<file path="config.mk">
export PLATFORM = sky130hd
export DESIGN_NAME = psb_direct_path
export DESIGN_NICKNAME = d
export VERILOG_FILES = /design/src/logic/psb_direct_path.v /design/src/logic/psb_fifo2.v
export VERILOG_INCLUDE_DIRS = /design/src /design/src/include
export SDC_FILE = /design/constraint.sdc
export NUM_CORES = 1
export LEC_CHECK = 0
export ABC_CLOCK_PERIOD_IN_PS = 5360
export BUFFER_PORTS_ARGS = -buffer_cell sky130_fd_sc_hd__buf_2
export CORE_ASPECT_RATIO = 1.75
export CORE_MARGIN = 3
export CORE_UTILIZATION = 48
export CTS_BUF_LIST = sky130_fd_sc_hd__clkbuf_4
export DETAILED_ROUTE_END_ITERATION = 7
export GPL_TIMING_DRIVEN = 0
export PLACE_DENSITY = 0.79
export SYNTH_ARGS = -nofsm -noshare
export SYNTH_HDL_FRONTEND = slang
export SYNTH_HIERARCHICAL = 1
export SYNTH_SLANG_ARGS = --single-unit
</file>
<file path="constraint.sdc">
create_clock -name hclk -period 5.36 [get_ports hclk]
set_input_delay 0.536 -clock hclk [delete_from_list [all_inputs] [get_ports hclk]]
set_output_delay 0.536 -clock hclk [all_outputs]
set_load 0.1 [all_outputs]
</file>
<file path="src/include/psb_consts.vh">
// Constants for the peripheral-to-system-bus direct path bridge
`ifndef PSB_CONSTS_VH
`define PSB_CONSTS_VH

// Register byte offsets (low address byte)
`define PSB_OFF_CTRL       8'h00
`define PSB_OFF_STAT       8'h04
`define PSB_OFF_STATE      8'h08

// Control register fields and reset value
`define PSB_CTRL_BYTE_OFF  0
`define PSB_CTRL_INT_EN    1
`define PSB_CTRL_RESET     2'h0

// Status register sticky flags (write one to clear)
`define PSB_STAT_SBERR     0
`define PSB_STAT_INVMAP    1
`define PSB_STAT_ILERR     2
`define PSB_STAT_UNFIN     3
`define PSB_STAT_RESET     4'h0

// Peripheral control-line encodings
`define PSB_PCTL_READ      2'h0
`define PSB_PCTL_ILREAD    2'h1
`define PSB_PCTL_WORD      2'h2
`define PSB_PCTL_BYTE      2'h3

// System bus commands
`define PSB_SB_READ        3'h1
`define PSB_SB_RD_INTENT   3'h2
`define PSB_SB_MWRITE      3'h3
`define PSB_SB_UMWRITE     3'h4

// System bus response codes
`define PSB_RSP_ACK        2'h0
`define PSB_RSP_RETRY      2'h1
`define PSB_RSP_ERR        2'h2

`endif

</file>
<file path="src/logic/psb_direct_path.v">
// Peripheral-initiated transfers to the system bus through the direct path
`timescale 1ns/1ps
`include "psb_consts.vh"
module psb_direct_path #(
  parameter PA_W = 18,
  parameter SA_W = 30
) (
  input  wire            hclk,
  input  wire            hresetn,
  input  wire            hsel,
  input  wire [31:0]     haddr,
  input  wire [1:0]      htrans,
  input  wire            hwrite,
  input  wire [2:0]      hsize,
  input  wire [31:0]     hwdata,
  input  wire            hready,
  output wire            hreadyout,
  output wire            hresp,
  output reg  [31:0]     hrdata,
  input  wire            per_req,
  output reg             per_grant,
  input  wire            per_bbsy,
  input  wire            per_msync,
  input  wire [1:0]      per_ctrl,
  input  wire [PA_W-1:0] per_addr,
  input  wire [15:0]     per_wdata,
  input  wire            per_buffered,
  input  wire            per_map_valid,
  output reg             per_ssync,
  output reg  [15:0]     per_rdata,
  input  wire            sb_slave_busy,
  output wire            sb_slave_retry,
  output wire            sb_valid,
  input  wire            sb_ready,
  output wire [2:0]      sb_cmd,
  output wire [SA_W-1:0] sb_addr,
  output wire [3:0]      sb_mask,
  output wire [31:0]     sb_wdata,
  input  wire            sb_rsp_valid,
  input  wire [1:0]      sb_rsp_code,
  input  wire [31:0]     sb_rdata,
  input  wire            sb_done,
  output reg             sb_err_intr
);
  localparam EW = 3 + SA_W + 4 + 32;

  localparam [3:0] S_IDLE   = 4'h0;
  localparam [3:0] S_GRANT  = 4'h1;
  localparam [3:0] S_DECODE = 4'h2;
  localparam [3:0] S_ISSUE  = 4'h3;
  localparam [3:0] S_WAIT   = 4'h4;
  localparam [3:0] S_SSYNC  = 4'h5;
  localparam [3:0] S_PAIR   = 4'h6;
  localparam [3:0] S_HOLD   = 4'h7;
  localparam [3:0] S_REJECT = 4'h8;

  reg  [3:0]      state;
  reg  [1:0]      ctl;
  reg  [PA_W-1:0] ea;
  reg  [15:0]     wdata;
  reg  [7:0]      bdata;
  reg             second;
  reg             got_ack;
  reg             locked;
  reg  [7:0]      rd_lo;
  reg  [1:0]      ctrl;
  reg  [3:0]      status;
  reg  [3:0]      evt;
  reg             ap_valid;
  reg             ap_write;
  reg  [7:0]      ap_off;
  wire            is_write;
  wire            is_byte;
  wire            split;
  wire            fill_ready;
  wire            push;
  wire [2:0]      entry_cmd;
  wire [SA_W-1:0] entry_addr;
  wire [3:0]      entry_mask;
  wire [31:0]     entry_data;
  wire [3:0]      w1c;
  wire            ack_now;

  // Byte lanes touched by one system bus transaction
  function [3:0] lane_mask;
    input [1:0] off;
    input       byte_op;
    input       upper;
    begin
      if (upper) begin
        lane_mask = 4'h1;
      end else if (byte_op) begin
        lane_mask = 4'h1 << off;
      end else begin
        lane_mask = 4'h3 << off;
      end
    end
  endfunction

  // Returned word from the selected lanes of a longword
  function [15:0] pick_word;
    input [31:0] lw;
    input [1:0]  off;
    reg   [31:0] sh;
    begin
      sh        = lw >> {off, 3'b000};
      pick_word = sh[15:0];
    end
  endfunction

  assign is_write  = ctl[1];
  assign is_byte   = (ctl == `PSB_PCTL_BYTE);
  assign split     = ~is_byte & (ea[1:0] == 2'h3);
  assign hreadyout = 1'b1;
  assign hresp     = 1'b0;
  assign push      = (state == S_ISSUE);
  assign ack_now   = sb_rsp_valid & (sb_rsp_code == `PSB_RSP_ACK);

  // Lock also retries, since a second master would break the read-modify-write pair
  assign sb_slave_retry = (state == S_REJECT) | locked;

  assign entry_cmd = !is_write ? ((ctl == `PSB_PCTL_ILREAD) ? `PSB_SB_RD_INTENT : `PSB_SB_READ) :
                     (locked ? `PSB_SB_UMWRITE : `PSB_SB_MWRITE);
  assign entry_addr = {{(SA_W-PA_W+2){1'b0}}, ea[PA_W-1:2]} + {{(SA_W-1){1'b0}}, second};
  assign entry_mask = is_write ? lane_mask(ea[1:0], is_byte, second) : 4'hf;
  assign entry_data = is_byte ? {4{bdata}} :
                      (second ? {24'h00_0000, wdata[15:8]} :
                       ({16'h0000, wdata} << {ea[1:0], 3'b000}));

  psb_fifo2 #(
    .W (EW)
  ) u_req_buf (
    .hclk      (hclk),
    .hresetn   (hresetn),
    .in_valid  (push),
    .in_ready  (fill_ready),
    .in_data   ({entry_cmd, entry_addr, entry_mask, entry_data}),
    .out_valid (sb_valid),
    .out_ready (sb_ready),
    .out_data  ({sb_cmd, sb_addr, sb_mask, sb_wdata})
  );

  // Latch one peripheral cycle; byte offset shifts every access by one byte
  task latch_cycle;
    begin
      ctl     <= per_ctrl;
      ea      <= per_addr + {{(PA_W-1){1'b0}}, ctrl[`PSB_CTRL_BYTE_OFF]};
      wdata   <= per_wdata;
      bdata   <= per_addr[0] ? per_wdata[15:8] : per_wdata[7:0];
      second  <= 1'b0;
      got_ack <= 1'b0;
    end
  endtask

  always @(posedge hclk or negedge hresetn) begin
    if (!hresetn) begin
      state     <= S_IDLE;
      ctl       <= `PSB_PCTL_READ;
      ea        <= {PA_W{1'b0}};
      wdata     <= 16'h0000;
      bdata     <= 8'h00;
      second    <= 1'b0;
      got_ack   <= 1'b0;
      locked    <= 1'b0;
      rd_lo     <= 8'h00;
      per_grant <= 1'b0;
      per_ssync <= 1'b0;
      per_rdata <= 16'h0000;
      evt       <= 4'h0;
    end else begin
      evt <= 4'h0;
      case (state)
        S_IDLE: begin
          if (per_msync) begin
            latch_cycle;
            state <= S_DECODE;
          end else if (per_req & ~per_bbsy & ~sb_slave_busy) begin
            per_grant <= 1'b1;
            state     <= S_GRANT;
          end
        end
        S_GRANT: begin
          if (per_bbsy) begin
            per_grant <= 1'b0;
            state     <= S_IDLE;
          end
        end
        S_DECODE: begin
          // Interlocked read rejected on the buffered path or when byte offset is set
          if ((ctl == `PSB_PCTL_ILREAD) & (per_buffered | ctrl[`PSB_CTRL_BYTE_OFF])) begin
            evt[`PSB_STAT_UNFIN] <= 1'b1;
            state                <= S_REJECT;
          end else if (!per_map_valid) begin
            evt[`PSB_STAT_INVMAP] <= 1'b1;
            state                 <= S_HOLD;
          end else begin
            state <= S_ISSUE;
          end
        end
        S_ISSUE: begin
          if (fill_ready) begin
            state <= S_WAIT;
          end
        end
        S_WAIT: begin
          if (sb_rsp_valid & (sb_rsp_code == `PSB_RSP_ERR)) begin
            evt[`PSB_STAT_SBERR] <= 1'b1;
            locked               <= 1'b0;
            state                <= S_HOLD;
          end else if (sb_rsp_valid & (sb_rsp_code == `PSB_RSP_RETRY)) begin
            got_ack <= 1'b0;
            state   <= S_ISSUE;
          end else if (!is_write & ack_now) begin
            if (split & ~second) begin
              rd_lo  <= sb_rdata[31:24];
              second <= 1'b1;
              state  <= S_ISSUE;
            end else begin
              per_rdata <= split ? {sb_rdata[7:0], rd_lo} : pick_word(sb_rdata, ea[1:0]);
              per_ssync <= 1'b1;
              locked    <= (ctl == `PSB_PCTL_ILREAD);
              state     <= S_SSYNC;
            end
          end else if (is_write) begin
            if ((got_ack | ack_now) & sb_done) begin
              got_ack <= 1'b0;
              if (split & ~second) begin
                second <= 1'b1;
                state  <= S_ISSUE;
              end else begin
                per_ssync <= 1'b1;
                locked    <= 1'b0;
                state     <= S_SSYNC;
              end
            end else if (ack_now) begin
              got_ack <= 1'b1;
            end
          end
        end
        S_SSYNC: begin
          if (!per_msync) begin
            per_ssync <= 1'b0;
            state     <= locked ? S_PAIR : S_IDLE;
          end
        end
        S_PAIR: begin
          // Pair must be completed by a write while the bus stays held
          if (per_msync) begin
            latch_cycle;
            if (!per_ctrl[1]) begin
              evt[`PSB_STAT_ILERR] <= 1'b1;
              locked               <= 1'b0;
            end
            state <= S_DECODE;
          end else if (!per_bbsy) begin
            evt[`PSB_STAT_ILERR] <= 1'b1;
            locked               <= 1'b0;
            state                <= S_IDLE;
          end
        end
        S_HOLD: begin
          // Sync withheld; the master times out and drops master sync
          if (!per_msync) begin
            state <= S_IDLE;
          end
        end
        S_REJECT: begin
          if (!per_bbsy) begin
            state <= S_IDLE;
          end
        end
        default: begin
          state <= S_IDLE;
        end
      endcase
    end
  end

  // Register bus: zero wait states, write applied in the data phase
  assign w1c = (ap_valid & ap_write & (ap_off == `PSB_OFF_STAT)) ? hwdata[3:0] : 4'h0;

  always @(posedge hclk or negedge hresetn) begin
    if (!hresetn) begin
      ap_valid    <= 1'b0;
      ap_write    <= 1'b0;
      ap_off      <= 8'h00;
      ctrl        <= `PSB_CTRL_RESET;
      status      <= `PSB_STAT_RESET;
      hrdata      <= 32'h0000_0000;
      sb_err_intr <= 1'b0;
    end else begin
      ap_valid <= hsel & htrans[1] & hready;
      ap_write <= hwrite;
      ap_off   <= haddr[7:0];
      if (ap_valid & ap_write & (ap_off == `PSB_OFF_CTRL)) begin
        ctrl <= hwdata[1:0];
      end
      // New event wins over a clear in the same cycle
      status      <= (status & ~w1c) | evt;
      sb_err_intr <= (|evt) & ctrl[`PSB_CTRL_INT_EN];
      if (hsel & htrans[1] & hready & ~hwrite) begin
        case (haddr[7:0])
          `PSB_OFF_CTRL:  hrdata <= {30'h0000_0000, ctrl};
          `PSB_OFF_STAT:  hrdata <= {28'h000_0000, status};
          `PSB_OFF_STATE: hrdata <= {26'h000_0000, sb_valid, locked, state};
          default:        hrdata <= 32'h0000_0000;
        endcase
      end
    end
  end
endmodule

</file>
<file path="src/logic/psb_fifo2.v">
// Two-entry valid/ready buffer for system bus requests
`timescale 1ns/1ps
module psb_fifo2 #(
  parameter W = 69
) (
  input  wire         hclk,
  input  wire         hresetn,
  input  wire         in_valid,
  output wire         in_ready,
  input  wire [W-1:0] in_data,
  output wire         out_valid,
  input  wire         out_ready,
  output wire [W-1:0] out_data
);
  reg [W-1:0] mem0;
  reg [W-1:0] mem1;
  reg         wr_ptr;
  reg         rd_ptr;
  reg [1:0]   count;
  wire        push;
  wire        pop;

  assign in_ready  = (count != 2'h2);
  assign out_valid = (count != 2'h0);
  assign out_data  = rd_ptr ? mem1 : mem0;
  assign push      = in_valid & in_ready;
  assign pop       = out_valid & out_ready;

  always @(posedge hclk or negedge hresetn) begin
    if (!hresetn) begin
      mem0   <= {W{1'b0}};
      mem1   <= {W{1'b0}};
      wr_ptr <= 1'b0;
      rd_ptr <= 1'b0;
      count  <= 2'h0;
    end else begin
      if (push) begin
        if (wr_ptr) begin
          mem1 <= in_data;
        end else begin
          mem0 <= in_data;
        end
        wr_ptr <= ~wr_ptr;
      end
      if (pop) begin
        rd_ptr <= ~rd_ptr;
      end
      if (push & ~pop) begin
        count <= count + 2'h1;
      end else if (pop & ~push) begin
        count <= count - 2'h1;
      end
    end
  end
endmodule

</file>
==> results_dict.tcl, run 1 <==
set metrics [dict create \
    gr-total-overflow 0 \
    top_layer "met5" \
    antenna_found_initial 6 \
    seq_area_frac_synth 0.492 \
    grt_start_max_net_pins 109 \
    drt_iter0_markers 481 \
    fp.dieW_um 128 \
    h-tree-depth 2 \
    viasPerCell 5.40 \
    fp-row-count 77 \
    drive_above_1_share 0.455 \
    status "complete, no violations" \
    yosysWarnings 6 \
    finClkSkew_ns 0.0558 \
    ys_ff_latch 246 \
    wl_met2_um 17000 \
    place.gp.congestion 0.924 \
    fmax_mhz 337 \
    cts_buffers 56 \
    wl_per_cell_um 18.7 \
    die_h_um 220 \
    drc_errors 0 \
    track_usage 0.227 \
    design_area_um2 15000 \
    grt_pass1_wl_um 50200 \
    grt_pass1_vias 9801 \
    post_cts_buffers 0 \
    area_delta_synth_final_pct 19.9 \
    cp.required_ns 4.82 \
    initial_core_util 0.492 \
    ctsLongestPathBuffers 3 \
    place_ws_ns 3.07 \
    cp_data_arrival_time_ns 2.43 \
    post-route-period-util 0.553 \
    nNetsFinal 1491 \
    worstSkewPairLatency_ns 0.72 \
    ant_nets 0 \
    slew_viol_final 0 \
    synthFlopType "dfrtp_1" \
    die_area_um2 28100 \
    ys_async_sr_fraction 1.00 \
    fin_ws_ns 2.39 \
    io_buffers 191 \
    num_vias 9161 \
    min_period_ns 2.97 \
    start_kind "flip-flop" \
    cts_sinks 246 \
    dr_wl_met3_um 1670 \
    crit_fanout 10 \
    ys_types 69 \
    syn_inst 1017 \
    final_core_util 0.590 \
    path_class "flip-flop to output pin" \
    ctsResizeCount 0 \
    core_um2 25400 \
    root_buffer "clkbuf_4" \
    hpwl_um 23900 \
    wirelength_met1_um 11500 \
    syn_avg_cell_area_um2 12.3 \
    wl_um 31700 \
    tritoncts "yes" \
    clk_pin_slew_ns 0.07 \
    setup_violations 0 \
    cp-end-kind "output pin" \
    rsz0062_at_grt "false" \
    hold_class "primary input to flip-flop" \
    ys_top_cells_by_area "dfrtp_1 (49%), mux2_2 (20%), mux4_2 (2.7%)" \
    finalHoldViolations 0 \
    place_area_um2 14100 \
    synth.top_cell.area_share 0.492 \
    synth_top_cell_by_area "dfrtp_1" \
    slew_headroom 0.504 \
    num_io_pins 277 \
    cap_violations 0 \
    netlist_area_um2 12500 \
    dr.pass1.iters 6 \
    synth-edff-count 0 \
    max_slew.worst_pin.slew_ns 0.745 \
    tns_ns 0 \
]
## cells in the final DEF (no fill, tap or decap), types with 20 or more instances in the layout
cell	Yosys	routed
nand3_1	25	25
buf_4	40	40
conb_1	2	54
mux2_4	20	20
mux2i_1	29	29
nor2_1	33	33
buf_2	21	211
dfrtp_1	246	246
nand2_1	83	83
a21oi_1	21	21
o21ai_0	61	61
clkbuf_4	0	86
xor2_1	21	21
mux2_2	221	221
## synth_stat cells, types with 8 or more instances
master,instances
a21oi_1,21
a22oi_1,10
and3_1,16
buf_2,21
buf_4,40
buf_6,8
clkbuf_1,10
dfrtp_1,246
mux2_2,221
mux2_4,20
mux2i_1,29
mux4_2,15
nand2_1,83
nand3_1,25
nor2_1,33
nor2b_1,10
nor3_1,8
o21ai_0,61
xnor2_1,16
xor2_1,21
## path summary, 6_finish.rpt
kind / start / cells past startpoint / endpoint / slack, ns
min in group asynchronous: hresetn / 2 / per_rdata[10]$_DFFE_PN0P_ / 0.37
min: per_ctrl[0] / 2 / ctl[0]$_DFFE_PN0P_ / 0.07
min reg2reg: evt[1]$_DFF_PN0_ / 1 / status[1]$_DFF_PN0_ / 0.46
max reg2reg: ea[1]$_DFFE_PN0P_ / 6 / u_req_buf/mem0[23]$_DFFE_PN0P_ / 3.06
max in group asynchronous: hresetn / 4 / u_req_buf/mem1[54]$_DFFE_PN0P_ / 3.72
max: u_req_buf/rd_ptr$_DFFE_PN0P_ / 4 / sb_wdata[14] / 2.39
## area by class of cell
cell class              count  area, um2
fillers                  2128      10400
flip-flops and latches    246       6160
multi-input cells         733       5950
repair buffers            206       1150
clock buffers              86        646
plain buffers              82        572
well taps                 316        395
clock inverters            17       96.3
inverters                   8       30.0
diodes                      3       7.51
## worst max-delay path, stage by stage, from the launching register on
cell	delay, ns
dfrtp_1	0.32
clkbuf_1	0.33
buf_2	0.39
mux2_2	0.40
buf_2	0.30
## state kept, by name (all words and copies together), names as in the netlist, 4 cells and up
register        count
u_req_buf/mem0     69
u_req_buf/mem1     69
ea                 18
per_rdata          16
wdata              16
ap_off              8
bdata               8
rd_lo               8
hrdata              6
evt                 4
state               4
status              4
## metal layers
metal	GRT usage	up-vias
met2	0.417	298
li1	-	4240
met5	0	-
met3	0.0432	90
met1	0.244	4527
met4	0.117	6
## cell families (layout without fill, tap and decap cells)
logic type | Yosys count | in the layout | share of synthesized area
AND/OR/NAND/NOR | 224 | 224 | 0.0928
multiplexers | 289 | 289 | 0.277
XOR/XNOR | 37 | 37 | 0.0259
other | 2 | 57 | 0.000600
adder cells (fa/ha/maj) | 5 | 5 | 0.00500
buffers and inverters | 90 | 399 | 0.0481
flip-flops | 246 | 246 | 0.492
AO/OA/AOI/OAI | 124 | 124 | 0.0593
## repair_timing
action,4_1_cts,5_1_grt
endpoints found under the setup margin,0,0
hold endpoints to repair,80,0
hold buffers,13,0
## stage by stage
| stage | hold slack [ns] | cells |
|---|---|---|
| 2_1_floorplan | 0.240 | 1069 |
| 3_3_place_gp | 0.443 | 1576 |
| 3_5_place_dp | 0.446 | 1578 |
| 4_1_cts | 0.00712 | 1694 |
| 5_1_grt | 0.0377 | 1697 |
| 6_report | 0.0650 | 1697 |
Power of run 1 is left out: the tool's default activity adds up to more than one toggle a clock period on the data nets, which glitch-free logic cannot reach.
==> run 2: changes to the inputs <==
--- a/config.mk
+++ b/config.mk
@@ -6,7 +6,7 @@
 export SDC_FILE = /design/constraint.sdc
 export NUM_CORES = 1
 export LEC_CHECK = 0
-export ABC_CLOCK_PERIOD_IN_PS = 5360
+export ABC_CLOCK_PERIOD_IN_PS = 2880
 export BUFFER_PORTS_ARGS = -buffer_cell sky130_fd_sc_hd__buf_2
 export CORE_ASPECT_RATIO = 1.75
 export CORE_MARGIN = 3
==> constraint.sdc (replaced) <==
create_clock -name hclk -period 2.88 [get_ports hclk]
set_input_delay 0.288 -clock hclk [delete_from_list [all_inputs] [get_ports hclk]]
set_output_delay 0.288 -clock hclk [all_outputs]
set_load 0.1 [all_outputs]
==> results_dict.tcl, run 2 (synthesis gave the netlist of run 1 again) <==
set metrics [dict create \
    tns_ns 0 \
    final_cell_mix "dfrtp_1 (246), mux2_2 (221), buf_2 (210)" \
    num_vias 9441 \
    fp-row-count 77 \
    mostFrequentLayoutCell "dfrtp_1" \
    cp.required_ns 2.59 \
    viasPerCell 5.37 \
    min_path_cells 3 \
    crit_path_top_delay_cell "dfrtp_1" \
    io_buffers 191 \
    dr.pass1.iters 5 \
    fp.dieW_um 128 \
    setup_violations 0 \
    root_buffer "clkbuf_4" \
    cp-end-kind "output pin" \
    ctsLongestPathBuffers 3 \
    grt_pass1_wl_um 51400 \
    max_slew.worst_pin.slew_ns 0.729 \
    slew_headroom 0.514 \
    rsz0062_at_grt "false" \
    drive_above_1_share 0.435 \
    hpwl_um 23900 \
    path_class "flip-flop to output pin" \
    r2r_end "ea[16]$_DFFE_PN0P_" \
    fmax_mhz 389 \
    r2r_slack_ns 0.47 \
    clk_pin_slew_ns 0.08 \
    crit_fanout 10 \
    crit_buf_inv 2 \
    cp_top_family "buffers and inverters" \
    track_usage 0.231 \
    h-tree-depth 2 \
    final_core_util 0.615 \
    wl_per_cell_um 18.5 \
    die_area_um2 28100 \
    tritoncts "yes" \
    r2r-start "ctrl[0]$_DFFE_PN0P_" \
    ant_nets 0 \
    crit_path_frequent_cell "buf_2" \
    slew_viol_final 0 \
    fin_ws_ns 0.307 \
    cts_buffers 56 \
    antenna_found_initial 3 \
    reg.largest.list "u_req_buf/mem0: 69 flops, u_req_buf/mem1: 69 flops, ea: 18 flops" \
    num_io_pins 277 \
    finClkSkew_ns 0.0537 \
    path_cells "buf_2 > mux2_2 > buf_2" \
    start_kind "flip-flop" \
    wl_um 32600 \
    cts_sinks 246 \
    hold_class "primary input to flip-flop" \
    post-route-period-util 0.893 \
    grt_start_max_net_pins 109 \
    r2r_cells 7 \
    core_um2 25400 \
    status "complete, no violations" \
    area_delta_synth_final_pct 25.0 \
    min_from "sb_rdata[23]" \
    place.gp.congestion 0.924 \
    gr-total-overflow 0 \
    grt_pass1_vias 10125 \
    die_h_um 220 \
    finalHoldViolations 0 \
    initial_core_util 0.492 \
    nNetsFinal 1554 \
    post_cts_buffers 0 \
    cp_data_arrival_time_ns 2.28 \
    worstSkewPairLatency_ns 0.72 \
    place_ws_ns 0.626 \
    max_stage_delay_ns 0.53 \
    drc_errors 0 \
    min_period_ns 2.57 \
    cap_violations 0 \
    hold_end "per_rdata[15]$_DFFE_PN0P_" \
    drt_iter0_markers 593 \
]
## run 2: cell types whose count changed in the layout (fill, tap and decap cells not counted)
cell / change
dlygate4sd3_1: +64
diode_2: -2
buf_2: -1
clkbuf_1: -1
clkbuf_4: +1
## run 2: worst max-delay path by stage
stage | end | slack (ns) | startpoint | cells after the start
2_1_floorplan | u_req_buf/mem0[36]$_DFFE_PN0P_ | 1.0 | state[1]$_DFFE_PN0P_ | 9
3_3_place_gp | u_req_buf/mem1[10]$_DFFE_PN0P_ | -2.64 | hresetn | 1
3_5_place_dp | u_req_buf/mem1[23]$_DFFE_PN0P_ | 0.63 | ea[1]$_DFFE_PN0P_ | 6
4_1_cts | sb_wdata[14] | 0.05 | u_req_buf/rd_ptr$_DFFE_PN0P_ | 4
5_1_grt | sb_wdata[27] | 0.16 | u_req_buf/rd_ptr$_DFFE_PN0P_ | 3
6_report | sb_wdata[27] | 0.31 | u_req_buf/rd_ptr$_DFFE_PN0P_ | 3
## run 2: worst reg2reg max path, stage by stage (launching register included)
cell and delay [ns]:
dfrtp_1 0.46, ha_1 0.33, ha_1 0.28, and3_1 0.30, nand3_1 0.12, xor2_1 0.15, dlygate4sd3_1 0.56, o21ai_0 0.13
## run 2: per-layer routing
metal	up-vias	routed length, um	share of wire	track usage
met1	4675	11900	0.37	0.248
met5	-	20	0.00061	0
li1	4364	-	-	-
met2	310	17500	0.54	0.432
met3	88	1600	0.049	0.0383
met4	4	1550	0.048	0.116
## run 2: layout make-up
class                   count  area (um2)
multi-input cells         733        5950
inverters                   8        30.0
well taps                 316         395
fillers                  2036        9790
clock buffers              86         646
plain buffers              81         571
clock inverters            17        96.3
diodes                      1        2.50
repair buffers            270        1790
flip-flops and latches    246        6160
## run 2: stage by stage
| step | hold WS (ns) | cells | cell area, um2 |
|---|---|---|---|
| 2_1_floorplan | -0.00759 | 1069 | 12700 |
| 3_3_place_gp | 0.409 | 1576 | 14100 |
| 3_5_place_dp | 0.276 | 1578 | 14100 |
| 4_1_cts | 0.000160 | 1758 | 15600 |
| 5_1_grt | 0.0305 | 1758 | 15600 |
| 6_report | 0.0463 | 1758 | 15600 |
## run 2: repair_timing
| item | in CTS | in global routing |
|---|---|---|
| setup endpoints to repair | 0 | 12 |
| hold endpoints to repair | 153 | 0 |
| hold buffers | 77 | 0 |
| resized for setup | 0 | 1 |
Power of run 2 is left out for the same reason.
==> run 3: changes to the inputs <==
--- a/config.mk
+++ b/config.mk
@@ -6,7 +6,8 @@
 export SDC_FILE = /design/constraint.sdc
 export NUM_CORES = 1
 export LEC_CHECK = 0
-export ABC_CLOCK_PERIOD_IN_PS = 2880
+export ABC_AREA = 1
+export ABC_CLOCK_PERIOD_IN_PS = 2450
 export BUFFER_PORTS_ARGS = -buffer_cell sky130_fd_sc_hd__buf_2
 export CORE_ASPECT_RATIO = 1.75
 export CORE_MARGIN = 3
@@ -14,7 +15,8 @@
 export CTS_BUF_LIST = sky130_fd_sc_hd__clkbuf_4
 export DETAILED_ROUTE_END_ITERATION = 7
 export GPL_TIMING_DRIVEN = 0
-export PLACE_DENSITY = 0.79
+export PLACE_DENSITY = 0.78
+export SETUP_SLACK_MARGIN = 0.05
 export SYNTH_ARGS = -nofsm -noshare
 export SYNTH_HDL_FRONTEND = slang
 export SYNTH_HIERARCHICAL = 1
==> constraint.sdc (replaced) <==
create_clock -name hclk -period 2.45 [get_ports hclk]
set_input_delay 0.245 -clock hclk [delete_from_list [all_inputs] [get_ports hclk]]
set_output_delay 0.245 -clock hclk [all_outputs]
set_load 0.1 [all_outputs]
==> results_dict.tcl, run 3 <==
set metrics [dict create \
    status "complete, no violations" \
    syn_inst 1796 \
    core_um2 26900 \
    reg.largest.list "u_req_buf/mem0: 69 flops, u_req_buf/mem1: 69 flops, ea: 18 flops" \
    multi_input_area_um2 6150 \
    num_io_pins 277 \
    nNetsFinal 2358 \
    clk_pin_slew_ns 0.07 \
    grt_pass1_wl_um 66100 \
    slew_viol_final 0 \
    yosysWarnings 6 \
    wl_um 41400 \
    ant_nets 0 \
    ys_top_cells_by_area "dfrtp_1 (47%), nand2_1 (23%), nand4_1 (7.1%)" \
    cp_data_arrival_time_ns 2.09 \
    p_leak_uw 0.00934 \
    synth-edff-count 0 \
    tritoncts "yes" \
    antenna_found_initial 1 \
    final_core_util 0.639 \
    fillers 2405 \
    dr.pass1.iters 6 \
    ys_async_sr_fraction 1.00 \
    drive_above_1_share 0.181 \
    die_area_um2 29600 \
    fin_ws_ns 0.112 \
    r2r_slack_ns 0.13 \
    max-vdd-ir-drop_mv 1.05 \
    min_period_ns 2.34 \
    num_vias 13641 \
    cap_violations 0 \
    mostFrequentLayoutCell "nand2_1" \
    yosysMostFrequentCell "nand2_1" \
    gr-total-overflow 0 \
    synthFlopType "dfrtp_1" \
    viasPerCell 5.24 \
    netlist_area_um2 13200 \
    drt_iter0_markers 992 \
    setup_violations 0 \
    hold_class "primary input to flip-flop" \
    worstSkewPairLatency_ns 0.75 \
    rsz0062_at_grt "true" \
    die_h_um 225 \
    cts_sinks 246 \
    synth_top_cell_by_area "dfrtp_1" \
    area_delta_synth_final_pct 30.0 \
    grt_pass1_vias 13732 \
    finalHoldViolations 0 \
    initial_core_util 0.491 \
    wl_per_cell_um 15.9 \
    post-route-period-util 0.954 \
    synth.top_cell.area_share 0.466 \
    fmax_mhz 428 \
    fp.dieW_um 131 \
    cp-end-kind "output pin" \
    place.gp.congestion 0.909 \
    slew_headroom 0.571 \
    hpwl_um 30000 \
    power.density_nw_per_um2 1440 \
    final_cell_mix "nand2_1 (801), dfrtp_1 (246), buf_2 (168)" \
    cp.required_ns 2.20 \
    grt_start_max_net_pins 124 \
    regArea_um2 6160 \
    place_ws_ns 0.0904 \
    ctsLongestPathBuffers 3 \
    synthTopCellsByCount "nand2_1 (802), dfrtp_1 (246), nand4_1 (149)" \
    h-tree-depth 2 \
    drc_errors 0 \
    fp-row-count 79 \
    root_buffer "clkbuf_4" \
    ys_ff_latch 246 \
    seq_area_frac_synth 0.466 \
    crit_fanout 10 \
    path_class "flip-flop to output pin" \
    cts_buffers 57 \
    track_usage 0.273 \
    finClkSkew_ns 0.0626 \
    start_kind "flip-flop" \
    ys_types 37 \
    syn_avg_cell_area_um2 7.35 \
    max_slew.worst_pin.slew_ns 0.643 \
    io_buffers 192 \
]
run 3: cell count changes in the layout (fill, tap and decap cells not counted), moves of 16 or more:
cell / before / now
mux2_2: 221 / 0
nor2_1: 33 / 77
mux2i_1: 29 / 0
dlygate4sd3_1: 77 / 99
nand2_1: 83 / 801
clkbuf_1: 9 / 25
o21ai_0: 61 / 103
nand4_1: 6 / 149
inv_1: 7 / 97
buf_6: 8 / 47
buf_2: 210 / 168
o21ai_1: 1 / 18
nand3_1: 25 / 59
mux2_4: 20 / 0
run 3: path summary, 6_finish.rpt:
kind                                         startpoint                             end  depth (start not counted)
max in group asynchronous                       hresetn  u_req_buf/mem0[18]$_DFFE_PN0P_                          4
hold / removal                             sb_rdata[14]        per_rdata[6]$_DFFE_PN0P_                          7
min in group asynchronous                       hresetn  u_req_buf/mem0[47]$_DFFE_PN0P_                          3
setup reg to reg                      ea[1]$_DFFE_PN0P_       per_rdata[10]$_DFFE_PN0P_                         11
setup / recovery           u_req_buf/rd_ptr$_DFFE_PN0P_                    sb_wdata[16]                          6
hold reg to reg                        evt[1]$_DFF_PN0_             status[1]$_DFF_PN0_                          2
run 3: per-layer routing:
layer | global-route usage | wire length, um
met2 | 0.517 | 22200
met3 | 0.0413 | 2280
met5 | 0 | 0
met4 | 0.152 | 2110
met1 | 0.288 | 14900
run 3: kinds of logic after synthesis:
group	synth area share
other	0.000569
adder cells (fa/ha/maj)	0.00474
XOR/XNOR	0.0153
flip-flops	0.466
buffers and inverters	0.0841
AND/OR/NAND/NOR	0.361
AO/OA/AOI/OAI	0.0679
run 3: repair_timing:
item | in CTS | in global routing
buffers inserted | 0 | 0
hold endpoints to repair | 224 | 0
resized for setup | 146 | 41
gates cloned | 0 | 0
hold buffers | 99 | 0
endpoints found under the setup margin | 70 | 81
run 3: per-stage QoR:
step                      power (uW)  TNS [ns]  area (um2)  instances  hold slack [ns]
after CTS                      24300         0       17000       2603          0.00714
after global routing           26100         0       17200       2604           0.0296
after global placement         19500   -760.79       14800       2404            0.369
after floorplan                16700         0       13400       1848          -0.0506
after detailed placement       19700         0       14900       2406           0.0476
final                          24700         0       17200       2604           0.0510
run 3: where the power goes:
group	leakage [uW]	switching (uW)	total (uW)	internal (uW)
clock network	0.000432	1670	3430	1760
logic	0.00575	11100	14800	3750
registers	0.00316	907	6400	5490
total	0.00934	13700	24700	11000
run 3: cell type report:
class                   count  share of cell area
diodes                      1            0.000146
plain buffers             130              0.0439
clock buffers              76              0.0332
clock inverters            22             0.00991
inverters                 105              0.0232
multi-input cells        1367               0.358
flip-flops and latches    246               0.359
well taps                 364              0.0265
repair buffers            293               0.147
run 3: worst max-delay path, stage by stage (launching register included):
cell and delay (ns):
dfrtp_1 0.35, buf_2 0.20, inv_4 0.13, clkbuf_4 0.23, nand2_1 0.06, nand2_1 0.15
buf_12 0.20
(Power assumes the default switching activity.)
